===== config.mk =====
export PLATFORM = sky130hd
export DESIGN_NAME = phy_fall_event_enable
export DESIGN_NICKNAME = d
export VERILOG_FILES = /design/src/core/fall_event_pkg.sv /design/src/core/fall_event_if.sv /design/src/core/phy_fall_event_enable.sv /design/src/core/fall_edge_detect.sv /design/src/core/ident_settle_timer.sv
export VERILOG_INCLUDE_DIRS = /design/src /design/src/core
export SDC_FILE = /design/constraint.sdc
export NUM_CORES = 1
export LEC_CHECK = 0
export BUFFER_PORTS_ARGS = -buffer_cell sky130_fd_sc_hd__buf_2
export CORE_MARGIN = 4
export CORE_UTILIZATION = 40
export CTS_CLUSTER_SIZE = 40
export DETAILED_ROUTE_END_ITERATION = 10
export PLACE_DENSITY = 0.72
export SETUP_SLACK_MARGIN = 0.02
export SLEW_MARGIN = 20
export SYNTH_ARGS = -nofsm -noshare
export SYNTH_HDL_FRONTEND = slang
export SYNTH_SLANG_ARGS = --single-unit
export TNS_END_PERCENT = 1

===== constraint.sdc =====
create_clock -name core_clk -period 2.6 [get_ports core_clk]
set_input_delay 0.13 -clock core_clk [delete_from_list [all_inputs] [get_ports core_clk]]
set_output_delay 0.13 -clock core_clk [all_outputs]
set_load 0.03 [all_outputs]

===== src/core/fall_event_defines.svh =====
`ifndef FALL_EVENT_DEFINES_SVH
`define FALL_EVENT_DEFINES_SVH

// ----------------------------------------------------------------------------
// Register offsets on the register-access port
// ----------------------------------------------------------------------------
`define FEE_ADDR_W        6
`define FEE_OFS_MAIN      6'h10
`define FEE_OFS_SET       6'h11
`define FEE_OFS_CLEAR     6'h12

// ----------------------------------------------------------------------------
// Field layout and reset value
// ----------------------------------------------------------------------------
`define FEE_DATA_W        8
`define FEE_FIELD_W       5
`define FEE_BIT_HOST_DISC 0
`define FEE_BIT_BUS_POWER 1
`define FEE_BIT_SESS_OK   2
`define FEE_BIT_SESS_END  3
`define FEE_BIT_IDENT_GND 4
`define FEE_RESET_VALUE   5'h1f

// ----------------------------------------------------------------------------
// Timing
// ----------------------------------------------------------------------------
`define FEE_CLK_HZ        64'd40000000
`define FEE_SETTLE_MS     64'd50
// Shortest-time mask, so the count is rounded down by the division.
`define FEE_SETTLE_CYCLES ((`FEE_SETTLE_MS * `FEE_CLK_HZ) / 64'd1000)

`endif


===== src/core/fall_event_pkg.sv =====
`default_nettype none

package fall_event_pkg;

  // --------------------------------------------------------------------------
  // Types
  // --------------------------------------------------------------------------
  // One bit per watched status signal.
  typedef logic [4:0] fall_mask_t;

  // Which of the three register views an access targets.
  typedef enum logic [1:0] {
    ACC_NONE  = 2'b00,
    ACC_MAIN  = 2'b01,
    ACC_SET   = 2'b10,
    ACC_CLEAR = 2'b11
  } reg_view_t;

endpackage : fall_event_pkg

`default_nettype wire


===== src/core/fall_event_if.sv =====
`default_nettype none

interface fall_event_if;
  import fall_event_pkg::*;

  fall_mask_t status_fall;   // One-cycle falling-edge flags.
  logic       ident_settled; // Ident pull-up on and settled.

  modport detect (output status_fall);
  modport timer  (output ident_settled);
  modport core   (input status_fall, input ident_settled);
endinterface : fall_event_if

`default_nettype wire


===== src/core/phy_fall_event_enable.sv =====
//
// Contract
// - Bit 4 enables ident-ground fall events.
// - Ident fall masked: pull-up off, 50 ms after.
// - Bit 3 enables session-end fall events.
// - Bit 2 enables session-valid fall events.
// - Bit 1 enables bus-power-valid fall events.
// - Bit 0: host-disconnect fall, host mode only.
// - Main enable register at 0x10, read-write.
// - Writing ones at 0x11 sets bits.
// - Writing ones at 0x12 clears bits.
// - Aliases read the main register, no storage.
// - Enabled fall sets the interrupt latch bit.
//
`include "fall_event_defines.svh"
`default_nettype none

module phy_fall_event_enable
  import fall_event_pkg::*;
#(
  parameter int unsigned SETTLE_CYCLES = 32'(`FEE_SETTLE_CYCLES)
) (
  input  wire logic                   core_clk,
  input  wire logic                   reset,
  // Register-access port from the link-side command decoder.
  input  wire logic [`FEE_ADDR_W-1:0] reg_addr,
  input  wire logic                   reg_wr_en,
  input  wire logic [`FEE_DATA_W-1:0] reg_wdata,
  input  wire logic                   reg_rd_en,
  output logic      [`FEE_DATA_W-1:0] reg_rdata,
  output logic                        reg_rd_hit,
  // Live status signals.
  input  wire logic                   ident_grounded,
  input  wire logic                   session_end_status,
  input  wire logic                   session_valid_status,
  input  wire logic                   bus_power_valid,
  input  wire logic                   host_disconnect_status,
  // Control bits held elsewhere in the register set.
  input  wire logic                   ident_pull_resistor_en,
  input  wire logic                   plus_line_pull_down_en,
  input  wire logic                   minus_line_pull_down_en,
  // Latch-set pulses and a copy of the enables.
  output fall_mask_t                  fall_latch_set,
  output fall_mask_t                  fall_enable
);

  // --------------------------------------------------------------------------
  // Internal signals
  // --------------------------------------------------------------------------
  fall_event_if  evt ();
  fall_mask_t    status_vec;
  fall_mask_t    enable_q;
  fall_mask_t    enable_d;
  fall_mask_t    wr_bits;
  fall_mask_t    gate;
  fall_mask_t    latch_set_q;
  reg_view_t     wr_view;
  reg_view_t     rd_view;
  logic [`FEE_DATA_W-1:0] rdata_q;
  logic          rd_hit_q;
  logic          host_mode;

  // Gather status inputs into the register's bit order.
  always_comb begin
    status_vec                     = '0;
    status_vec[`FEE_BIT_IDENT_GND] = ident_grounded;
    status_vec[`FEE_BIT_SESS_END]  = session_end_status;
    status_vec[`FEE_BIT_SESS_OK]   = session_valid_status;
    status_vec[`FEE_BIT_BUS_POWER] = bus_power_valid;
    status_vec[`FEE_BIT_HOST_DISC] = host_disconnect_status;
  end

  // --------------------------------------------------------------------------
  // Edge detection and ident settling
  // --------------------------------------------------------------------------
  // previous-cycle compare
  fall_edge_detect #(
    .WIDTH (`FEE_FIELD_W)
  ) u_detect (
    .core_clk (core_clk),
    .reset    (reset),
    .status   (status_vec),
    .evt      (evt.detect)
  );

  ident_settle_timer #(
    .SETTLE_CYCLES (SETTLE_CYCLES)
  ) u_settle (
    .core_clk   (core_clk),
    .reset      (reset),
    .pull_up_en (ident_pull_resistor_en),
    .tmr        (evt.timer)
  );

  // --------------------------------------------------------------------------
  // Address decode
  // --------------------------------------------------------------------------
  // Decode one view per access. Addresses outside the three views give
  // ACC_NONE and are left for other register blocks to answer.
  function automatic reg_view_t decode_view(input logic [`FEE_ADDR_W-1:0] a);
    reg_view_t v;
    v = ACC_NONE;
    if (a == `FEE_OFS_MAIN) begin
      v = ACC_MAIN;
    end else if (a == `FEE_OFS_SET) begin
      v = ACC_SET;
    end else if (a == `FEE_OFS_CLEAR) begin
      v = ACC_CLEAR;
    end
    return v;
  endfunction : decode_view

  assign wr_view = reg_wr_en ? decode_view(reg_addr) : ACC_NONE;
  assign rd_view = reg_rd_en ? decode_view(reg_addr) : ACC_NONE;
  // Bits 7 to 5 of write data are dropped: they have no storage.
  assign wr_bits = reg_wdata[`FEE_FIELD_W-1:0];

  // --------------------------------------------------------------------------
  // Enable register next value
  // --------------------------------------------------------------------------
  always_comb begin
    enable_d = enable_q;
    unique case (wr_view)
      ACC_NONE: begin
        enable_d = enable_q;
      end
      ACC_MAIN: begin
        enable_d = wr_bits;
      end
      ACC_SET: begin
        enable_d = enable_q | wr_bits;
      end
      ACC_CLEAR: begin
        enable_d = enable_q & ~wr_bits;
      end
    endcase
  end

  // One physical register; the aliases only change how writes combine.
  // reset all enabled
  always_ff @(posedge core_clk or posedge reset) begin
    if (reset) begin
      enable_q <= `FEE_RESET_VALUE;
    end else begin
      enable_q <= enable_d;
    end
  end

  // --------------------------------------------------------------------------
  // Read path
  // --------------------------------------------------------------------------
  // Read data is registered, so it appears one cycle after the request.
  // aliases read main
  always_ff @(posedge core_clk or posedge reset) begin
    if (reset) begin
      rdata_q  <= '0;
      rd_hit_q <= 1'b0;
    end else begin
      rd_hit_q <= (rd_view != ACC_NONE);
      if (rd_view != ACC_NONE) begin
        rdata_q <= {{(`FEE_DATA_W - `FEE_FIELD_W){1'b0}}, enable_q};
      end else begin
        rdata_q <= '0;
      end
    end
  end

  // --------------------------------------------------------------------------
  // Event qualification
  // --------------------------------------------------------------------------
  // Host disconnect only means something with both data-line pull-downs on.
  assign host_mode = plus_line_pull_down_en & minus_line_pull_down_en;

  always_comb begin
    gate = '1;
    gate[`FEE_BIT_IDENT_GND] = evt.ident_settled;
    gate[`FEE_BIT_HOST_DISC] = host_mode;
  end

  // A fall is judged against the enables held before any same-cycle write,
  // so a write never races an edge already in flight.
  // latch set pulse
  always_ff @(posedge core_clk or posedge reset) begin
    if (reset) begin
      latch_set_q <= '0;
    end else begin
      latch_set_q <= evt.status_fall & enable_q & gate;
    end
  end

  // --------------------------------------------------------------------------
  // Outputs
  // --------------------------------------------------------------------------
  assign reg_rdata      = rdata_q;
  assign reg_rd_hit     = rd_hit_q;
  assign fall_latch_set = latch_set_q;
  assign fall_enable    = enable_q;

endmodule : phy_fall_event_enable

`default_nettype wire


===== src/core/fall_edge_detect.sv =====
`include "fall_event_defines.svh"
`default_nettype none

module fall_edge_detect
  import fall_event_pkg::*;
#(
  parameter int WIDTH = `FEE_FIELD_W
) (
  input  wire logic             core_clk,
  input  wire logic             reset,
  input  wire logic [WIDTH-1:0] status,
  fall_event_if.detect          evt
);

  logic [WIDTH-1:0] prev_q;

  // --------------------------------------------------------------------------
  // Per-signal edge detection
  // --------------------------------------------------------------------------
  // Status inputs are already synchronous, so one history flop per bit
  // suffices. Reset holds history low so no fall is reported after release.
  for (genvar i = 0; i < WIDTH; i++) begin : g_bit
    always_ff @(posedge core_clk or posedge reset) begin
      if (reset) begin
        prev_q[i] <= 1'b0;
      end else begin
        prev_q[i] <= status[i];
      end
    end
    assign evt.status_fall[i] = prev_q[i] & ~status[i];
  end

endmodule : fall_edge_detect

`default_nettype wire


===== src/core/ident_settle_timer.sv =====
`include "fall_event_defines.svh"
`default_nettype none

module ident_settle_timer #(
  parameter int unsigned SETTLE_CYCLES = 32'(`FEE_SETTLE_CYCLES)
) (
  input  wire logic    core_clk,
  input  wire logic    reset,
  input  wire logic    pull_up_en,
  fall_event_if.timer  tmr
);

  localparam int CNT_W = $clog2(SETTLE_CYCLES + 1);

  logic [CNT_W-1:0] count_q;
  logic             settled_q;

  // --------------------------------------------------------------------------
  // Settling counter
  // --------------------------------------------------------------------------
  // Dropping the pull-up restarts the wait, so every new 0-to-1 write of the
  // enable buys a fresh full interval before ident edges are trusted.
  always_ff @(posedge core_clk or posedge reset) begin
    if (reset) begin
      count_q   <= '0;
      settled_q <= 1'b0;
    end else if (!pull_up_en) begin
      count_q   <= '0;
      settled_q <= 1'b0;
    end else if (count_q == CNT_W'(SETTLE_CYCLES)) begin
      settled_q <= 1'b1;
    end else begin
      count_q <= count_q + CNT_W'(1);
    end
  end

  assign tmr.ident_settled = settled_q;

endmodule : ident_settle_timer

`default_nettype wire


==> results.toml, run 1 <==
[timing]
finalSetupViolCount = 0
hold_violations = 0
slew-limit-headroom_pct = 58.0
fin_crit_sh_pct = 77.8
max_freq_ghz = 0.494
worst_pin_slew_ns = 0.630
fin_worst_skew_ns = 0.00666
rsz0062_at_grt = "false"
tns_ns = 0
min_period_ns = 2.02
maxSlewViolCount = 0

[drt]
firstDrtPassIters = 4
ant_nets = 0
vias = 1468
post-route-drc-count = 0
vias_per_cell = 5.15
wl_mm = 3.70
drt_iter0_drc = 117
drt-wirelength-per-cell_um = 13.0

[pwr]
ir_drop_v = 0.000396
design_power_total_mw = 1.48
cellLeakagePower_nw = 1.07
power_density_nw_per_um2 = 633

[logic_synthesis]
synth_area_leaders = "dfrtp_1, dfstp_2, o21ai_0"
yosysSeqAreaShare_pct = 56.5
netlist_area_um2 = 1910
ys_types = 37
synth_warnings = 0
yosysTopAreaCell = "dfrtp_1"
yosysTopAreaCellShare_pct = 49.7
netlist_instances = 185
synth-seq-cells = 43
postSynthAreaPerCell_um2 = 10.3

[critical_path]
worst_ep_required_time_ns = 2.81
start_kind = "register"
ff2ff_path_depth = 4
worst_setup_path_end_kind = "register"
timing.rr.start = "u_settle.count_q[2]"
regToRegSetupSlack_ns = 0.58
worst-setup-path-type = "reg2reg"
cp-startpoint = "u_settle.count_q[2]"
cp_slowest_cell = "or4_1"
cp_slowest_stage_delay_ns = 0.54
critical_path.endpoint = "u_settle.count_q[19]"
critPathMaxFanout = 12
arrival_ns = 2.24
reg2reg_to = "u_settle.count_q[19]"
crit_chain = "nand4_1 -> or2_1 -> or4_1 -> a21oi_1"

[clocking]
postCtsResizedCells = 0
numClockSinks = 43
clock_path_buffers = 2
cts_hold_buf = 6
cts_made_buffers = 5
root_buffer = "clkbuf_8"
htree_levels = 2
cts_tree = "done"
postCtsSetupRepairBufs = 0
clk_latency_ns = 0.29
clkTransAtPathRegs_ns = 0.08

[grt]
track_usage_pct = 13.5
grt_antenna_before_repair = 0
grt_pass1_vias = 1497
grt_pass1_wl_mm = 6.61
grt_max_degree = 44
globalRouteOverflowTotal = 0

[floorplan]
core_area_um2 = 4500
rows = 24
die_area_um2 = 5960
die_height_um = 77.2
start_util_pct = 42.5
die_w_um = 77.2
ioPinCount = 45

[min_path]
hold_path.class = "in2reg"
hold_start = "minus_line_pull_down_en"

[cells_and_area]
n_antenna_cell = 0
fillers = 423
drive_gt1_share_pct = 23.2
area_delta_synth_final_pct = 22.2
finalNetCount = 260

[placed_design]
io_buffers = 38
dp_hpwl_mm = 2.58
gp_congestion = 0.862

[run]
max_cap_violations = 0

[status]
status = "finished, final reports clean"
power breakdown:
group          internal, mW  switching, mW  total [mW]
Sequential            0.706         0.0243       0.731
Combinational        0.0525         0.0914       0.144
Clock                 0.384          0.223       0.606
Total                  1.14          0.338        1.48
area by class of cell:
type / instances / area, µm² / area share, %
timing repair buffer: 45 / 258 / 11.0
clock inverter: 2 / 60.1 / 2.57
inverter: 11 / 41.3 / 1.77
multi-input combinational: 126 / 759 / 32.5
tap: 52 / 65.1 / 2.78
sequential: 43 / 1080 / 46.3
clock buffer: 6 / 72.6 / 3.10
stage by stage:
stage | util [%] | area [µm²] | hold slack [ns] | setup WS (ns) | cells
2_1_floorplan | - | 1920 | 0.161 | 0.862 | 187
3_3_place_gp | 47.6 | 2150 | 0.249 | 0.611 | 271
3_5_place_dp | 47.6 | 2150 | 0.248 | 0.563 | 271
4_1_cts | 51.9 | 2340 | 0.0435 | 0.563 | 285
5_1_grt | 51.9 | 2340 | 0.0420 | 0.426 | 285
6_report | 51.9 | 2340 | 0.0500 | 0.576 | 285
per-layer routing:
layer  up-vias  share of wire (%)  global-route usage [%]
met3         6                7.4                    4.22
met5         -                  0                       0
met4         0                1.4                    4.80
met2        44                 48                    23.1
met1       680                 43                    16.0
li1        738                  -                       -
state kept, by name, indices dropped and copies added, names as in the netlist:
| register | flops |
|---|---|
| u_settle.tmr.ident_settled | 1 |
| reg_rd_hit | 1 |
| fall_enable | 5 |
| reg_rdata | 5 |
| u_settle.count_q | 21 |
| fall_latch_set | 5 |
| u_detect.prev_q | 5 |
cells by family after synthesis:
group | count (synthesis) | share of synthesized area [%]
DFF | 43 | 56.5
other | 1 | 0.196
adders and majority gates | 2 | 1.31
buffers and inverters | 18 | 4.18
AOI/OAI and AO/OA | 34 | 10.5
and+or+nand+nor | 78 | 23.1
xor gates and xnor gates | 9 | 4.12
worst min path at each step:
| stage | cells past startpoint | to | slack, ns |
|---|---|---|---|
| 6_report | 3 | fall_latch_set[0] | 0.05 |
| 5_1_grt | 3 | fall_latch_set[0] | 0.04 |
| 4_1_cts | 3 | fall_latch_set[0] | 0.04 |
| 3_5_place_dp | 1 | u_detect.prev_q[2] | 0.25 |
| 3_3_place_gp | 1 | u_detect.prev_q[0] | 0.25 |
| 2_1_floorplan | 0 | u_detect.prev_q[0] | 0.16 |
cell usage after synthesis:
cell type	count
o21a_1	2
dfrtp_1	38
and2_1	6
clkbuf_1	3
nor4b_1	1
nand2_1	11
or4_1	3
or4_4	1
nor4_1	4
nor4bb_1	1
nor2_1	15
nand4_2	1
nand4_1	3
nand3_1	8
ha_1	2
nor3_1	7
a22o_1	5
or2_2	1
nand4b_1	2
a21oi_1	11
buf_2	1
or4b_1	1
and4b_1	1
and3_1	2
or3_1	6
or2_1	1
nand3b_1	1
and3b_1	1
dfstp_2	5
conb_1	1
inv_1	11
xor2_1	3
nor3b_1	1
xnor2_1	6
o21ai_0	13
o31ai_1	3
buf_4	3
critical path, delay by kind of cell, from the launching register on:
| family | cells | cell delay, ns |
|---|---|---|
| flip-flops | 1 | 0.43 |
| AO/OA/AOI/OAI | 1 | 0.16 |
| AND/OR/NAND/NOR | 3 | 1.36 |
cells in the final DEF (no fill, tap or decap), types with 2 or more instances in the layout:
master         synthesis  layout
o21ai_0               13      13
clkbuf_8               0       5
o21a_1                 2       2
nand3_1                8       8
inv_1                 11      11
nor3_1                 7       7
nand2_1               11      11
and3_1                 2       2
nor2_1                15      15
bufinv_16              0       2
or3_1                  6       6
dlygate4sd3_1          0       6
dfstp_2                5       5
a21oi_1               11      11
xor2_1                 3       3
a22o_1                 5       5
and2_1                 6       6
dfrtp_1               38      38
conb_1                 1       3
ha_1                   2       2
or4_1                  3       3
nor4_1                 4       4
buf_2                  1      38
xnor2_1                6       6
o31ai_1                3       3
nand4_1                3       3
nand4b_1               2       2
Power figures use the tool's default switching activity.
==> run 2, diff against run 1 <==
clock period = 1.9 ns   (was 2.6 ns; I/O delays follow)
==> run 2 against run 1 <==
  * Register-to-register slack worse by 0.44 ns
  * Highest routed layer unchanged
  * Via count up 3.3%
  * Combinational power is 40% higher
  * Clock power up 16%
  * Sequential power increased by 37%
  * Critical endpoint is now u_settle.count_q[16]
  * Sequential cell count unchanged
  * Clock skew is 0.00076 ns lower
  * Largest cell class unchanged
  * Setup slack got worse by 0.44 ns
==> results.toml, run 2 (synthesis gave the netlist of run 1 again) <==
[status]
status = "finished, final reports clean"

[floorplan]
die_w_um = 77.2
die_height_um = 77.2
die_area_um2 = 5960
rows = 24
ioPinCount = 45
core_area_um2 = 4500
start_util_pct = 42.5

[grt]
grt_pass1_vias = 1441
globalRouteOverflowTotal = 0
grt_antenna_before_repair = 0
grt_max_degree = 44
grt_pass1_wl_mm = 6.68
track_usage_pct = 14.0

[critical_path]
regToRegSetupSlack_ns = 0.13
critPathMaxFanout = 5
arrival_ns = 1.99
worst-setup-path-type = "reg2reg"
worst_ep_required_time_ns = 2.12
worst_setup_path_end_kind = "register"
ff2ff_path_depth = 4
start_kind = "register"

[run]
max_cap_violations = 0

[clocking]
numClockSinks = 43
htree_levels = 2
clk_latency_ns = 0.29
clock_path_buffers = 2
root_buffer = "clkbuf_8"
cts_made_buffers = 5
clkTransAtPathRegs_ns = 0.08
cts_tree = "done"

[drt]
firstDrtPassIters = 4
drt_iter0_drc = 86
post-route-drc-count = 0
ant_nets = 0
drt-wirelength-per-cell_um = 13.0
vias_per_cell = 5.14
vias = 1516
wl_mm = 3.85

[min_path]
hold_path_depth = 3
hold_path.class = "in2reg"

[timing]
max_freq_ghz = 0.566
hold_violations = 0
min_period_ns = 1.77
slew-limit-headroom_pct = 57.2
tns_ns = 0
rsz0062_at_grt = "false"
fin_crit_sh_pct = 93.0
maxSlewViolCount = 0
worst_pin_slew_ns = 0.641
finalSetupViolCount = 0
fin_worst_skew_ns = 0.00590

[pwr]
design_power_total_mw = 1.90
cellLeakagePower_nw = 1.10
power_density_nw_per_um2 = 795
ir_drop_v = 0.000568

[cells_and_area]
multiInputGateArea_um2 = 759
fillers = 405
ff_latch_area_um2 = 1080
n_antenna_cell = 0
drive_gt1_share_pct = 26.3
largest-register = "u_settle.count_q"
area_delta_synth_final_pct = 25.1
finalNetCount = 270
largest_reg_flops = 21
final_cell_mix = "buf_2, dfrtp_1, nor2_1"
mostFrequentLayoutCell = "buf_2"

[placed_design]
io_buffers = 38
dp_hpwl_mm = 2.62
gp_congestion = 0.810
-- run 2: timing repair --
| action | CTS | global route |
|---|---|---|
| endpoints found under the hold margin | 46 | 0 |
| setup buffers | 0 | 3 |
| hold buffers | 7 | 0 |
| resized for setup | 0 | 1 |
| setup endpoints to repair | 0 | 2 |
-- run 2: cell type report --
type	count	area share [%]
Inverter	11	1.72
Timing Repair Buffer	55	14.0
Clock inverter	2	1.57
Sequential cell	43	45.2
Tap cell	52	2.72
Clock buffer	6	3.03
Multi-Input combinational cell	126	31.7
-- run 2: stage by stage --
stage	util, %	hold WS [ns]	instances	cell area, µm²	setup slack (ns)
2_1_floorplan	-	0.126	187	1920	0.162
3_3_place_gp	48.6	0.213	277	2190	0.159
3_5_place_dp	48.6	0.217	277	2190	0.130
4_1_cts	52.6	0.00737	292	2370	0.115
5_1_grt	53.2	0.0175	295	2390	0.0200
6_report	53.2	0.0191	295	2390	0.132
-- run 2: power by group --
part / leakage (nW) / total (mW) / internal, mW / switching, mW
Combinational: 0.478 / 0.201 / 0.0745 / 0.126
Clock: 0.0514 / 0.704 / 0.392 / 0.312
Sequential: 0.567 / 0.998 / 0.967 / 0.0311
-- run 2: worst paths after layout --
kind | from | endpoint
worst max-delay path | u_settle.count_q[3] | u_settle.count_q[16]
worst min-delay path | plus_line_pull_down_en | fall_latch_set[0]
worst max register to register | u_settle.count_q[3] | u_settle.count_q[16]
worst min register to register | u_detect.prev_q[3] | fall_latch_set[3]
max in group asynchronous | reset | u_settle.count_q[0]
min in group asynchronous | reset | u_detect.prev_q[1]
-- run 2: worst max-delay path: stages, from the launching register on --
cell     delay [ns]
dfrtp_1        0.43
nand4_1        0.21
or4_4          0.60
or3_1          0.32
a21oi_1        0.14
-- run 2: per-layer routing --
| layer | global-route usage, % | routed length [µm] | vias up |
|---|---|---|---|
| met2 | 21.8 | 1740 | 58 |
| li1 | - | - | 754 |
| met3 | 5.15 | 334 | 7 |
| met1 | 17.6 | 1710 | 697 |
| met5 | 0 | 0 | - |
| met4 | 5.34 | 63 | 0 |
==> run 3, diff against run 2 <==
PLACE_DENSITY = default   (was 0.72)
PLACE_DENSITY_LB_ADDON = 0.05   (was default)
==> run 3 against run 2 <==
  * Via count grew 3.2%
  * First-iteration DRC count shrank 43%
  * Sequential power is essentially flat
  * Sequential cell count is the same
  * Final cell count grew 0.34%
  * Non-clock buffer count grew 1
  * Design area grew 0.37%
  * Total power shrank 4.2%
  * Die area is the same
  * Register-to-register slack is essentially flat
  * Global-route usage grew 0.44 points
  * Largest cell class unchanged
  * Highest routed layer unchanged
==> results.toml, run 3 (synthesis gave the netlist of run 1 again) <==
[pwr]
ir_drop_v = 0.000366
p_seq_share_pct = 54.8
power_density_nw_per_um2 = 758
design_power_total_mw = 1.82
comb_power_share_pct = 11.5
pwr-share-clk_pct = 33.6
netSwitchingFraction_pct = 26.3
cellLeakagePower_nw = 1.10
p_int_mw = 1.34
p_sw_uw = 479

[clocking]
cts_made_buffers = 5
root_buffer = "clkbuf_8"
clock_path_buffers = 2
clkTransAtPathRegs_ns = 0.08
htree_levels = 2
numClockSinks = 43
clk_latency_ns = 0.29
cts_tree = "done"

[cells_and_area]
final_core_util_pct = 53.4
finalNetCount = 271
final_cell_mix = "buf_2, dfrtp_1, nor2_1"
n_antenna_cell = 0
area_delta_synth_final_pct = 25.6
drive_gt1_share_pct = 27.9
multiInputGateArea_um2 = 771
mostFrequentLayoutCell = "buf_2"
largest_reg_flops = 21
largest-register = "u_settle.count_q"
fillers = 445
ff_latch_area_um2 = 1080

[grt]
grt_use_met1_pct = 18.0
grtUsageMet3_pct = 3.63
met2_usage_pct = 24.4
grt_pass1_vias = 1536
grt_antenna_before_repair = 0
grt_pass1_wl_mm = 6.96
track_usage_pct = 14.4
top_usage_layer = "met2"
grt_max_degree = 44
globalRouteOverflowTotal = 0

[placed_design]
gp_congestion = 0.798
dp_hpwl_mm = 2.90
io_buffers = 38

[floorplan]
start_util_pct = 42.5
core_area_um2 = 4500
ioPinCount = 45
rows = 24
die_w_um = 77.2
die_area_um2 = 5960
die_height_um = 77.2

[critical_path]
arrival_ns = 1.97
worst_setup_path_end_kind = "register"
cp_slowest_cell = "or4_4"
path_buf_inv = 0
worst-setup-path-type = "reg2reg"
timing.rr.start = "u_settle.count_q[1]"
reg2reg_to = "u_settle.count_q[16]"
worst_ep_required_time_ns = 2.11
start_kind = "register"
path_depth = 5
cp-startpoint = "u_settle.count_q[1]"
cp_slowest_stage_delay_ns = 0.50
critical_path.endpoint = "u_settle.count_q[16]"
regToRegSetupSlack_ns = 0.15
crit_chain = "ha_2 -> nand2_1 -> or4_4 -> or3_1 -> a21oi_1"
critPathMaxFanout = 5
ff2ff_path_depth = 5
crit_family = "simple AND/OR/NAND/NOR gates"

[timing]
fin_crit_sh_pct = 92.3
min_period_ns = 1.75
rsz0062_at_grt = "false"
worst_pin_slew_ns = 0.655
tns_ns = 0
finalSetupViolCount = 0
hold_violations = 0
maxSlewViolCount = 0
max_freq_ghz = 0.570
fin_worst_skew_ns = 0.00243
slew-limit-headroom_pct = 56.3

[drt]
wl_mm = 4.15
vias = 1564
vias_per_cell = 5.28
ant_nets = 0
firstDrtPassIters = 4
drt_iter0_drc = 49
drt-wirelength-per-cell_um = 14.0
post-route-drc-count = 0

[min_path]
hold_start = "plus_line_pull_down_en"
hold_path.class = "in2reg"

[run]
max_cap_violations = 0

[status]
status = "finished, final reports clean"
## run 3: layout make-up
| class | instances | area share (%) |
|---|---|---|
| inverter | 11 | 1.72 |
| timing repair buffer | 56 | 14.3 |
| tap | 52 | 2.71 |
| clock inverter | 2 | 0.677 |
| multi-input combinational | 126 | 32.1 |
| clock buffer | 6 | 3.44 |
| sequential | 43 | 45.1 |
## run 3: repair_timing
item | 4_1_cts | 5_1_grt
endpoints found under the setup margin | 0 | 1
gates resized for setup | 0 | 4
endpoints found under the hold margin | 45 | 1
setup buffers | 0 | 4
hold buffers | 6 | 1
## run 3: worst min-delay path by stage
stage          depth (start not counted)                 end
6_report                               3   fall_latch_set[0]
5_1_grt                                3   fall_latch_set[0]
4_1_cts                                3   fall_latch_set[0]
3_5_place_dp                           1  u_detect.prev_q[0]
3_3_place_gp                           1  u_detect.prev_q[0]
2_1_floorplan                          0  u_detect.prev_q[0]
## run 3: power groups by stage
stage,logic [mW],registers [mW],clock network [mW]
2_1_floorplan,0.0750,1.06,0
3_3_place_gp,0.191,1.02,0
3_5_place_dp,0.197,1.01,0
4_1_cts,0.205,0.999,0.630
5_1_grt,0.233,1.01,0.690
6_report,0.210,1.00,0.613
## run 3: worst reg2reg max path: stages (launching register included)
cell and delay [ns]:
dfrtp_1 0.44, ha_2 0.21, nand2_1 0.07, or4_4 0.50, or3_1 0.32, a21oi_1 0.14
## run 3: per-stage QoR
| step | cell area [µm²] | hold slack, ns | instances | worst slack (ns) |
|---|---|---|---|---|
| floorplan | 1920 | 0.126 | 187 | 0.162 |
| global route | 2400 | 0.00157 | 296 | 0.0246 |
| detailed placement | 2190 | 0.214 | 277 | 0.117 |
| global placement | 2190 | 0.212 | 277 | 0.144 |
| finish | 2400 | 0.0147 | 296 | 0.146 |
| CTS | 2350 | 0.00235 | 291 | 0.0945 |
## run 3: metal layers
layer  share of wire, %  vias up
met5                  0        -
met4                1.1        0
met3                5.1        7
met2                 49       45
met1                 44      756
li1                   -      756
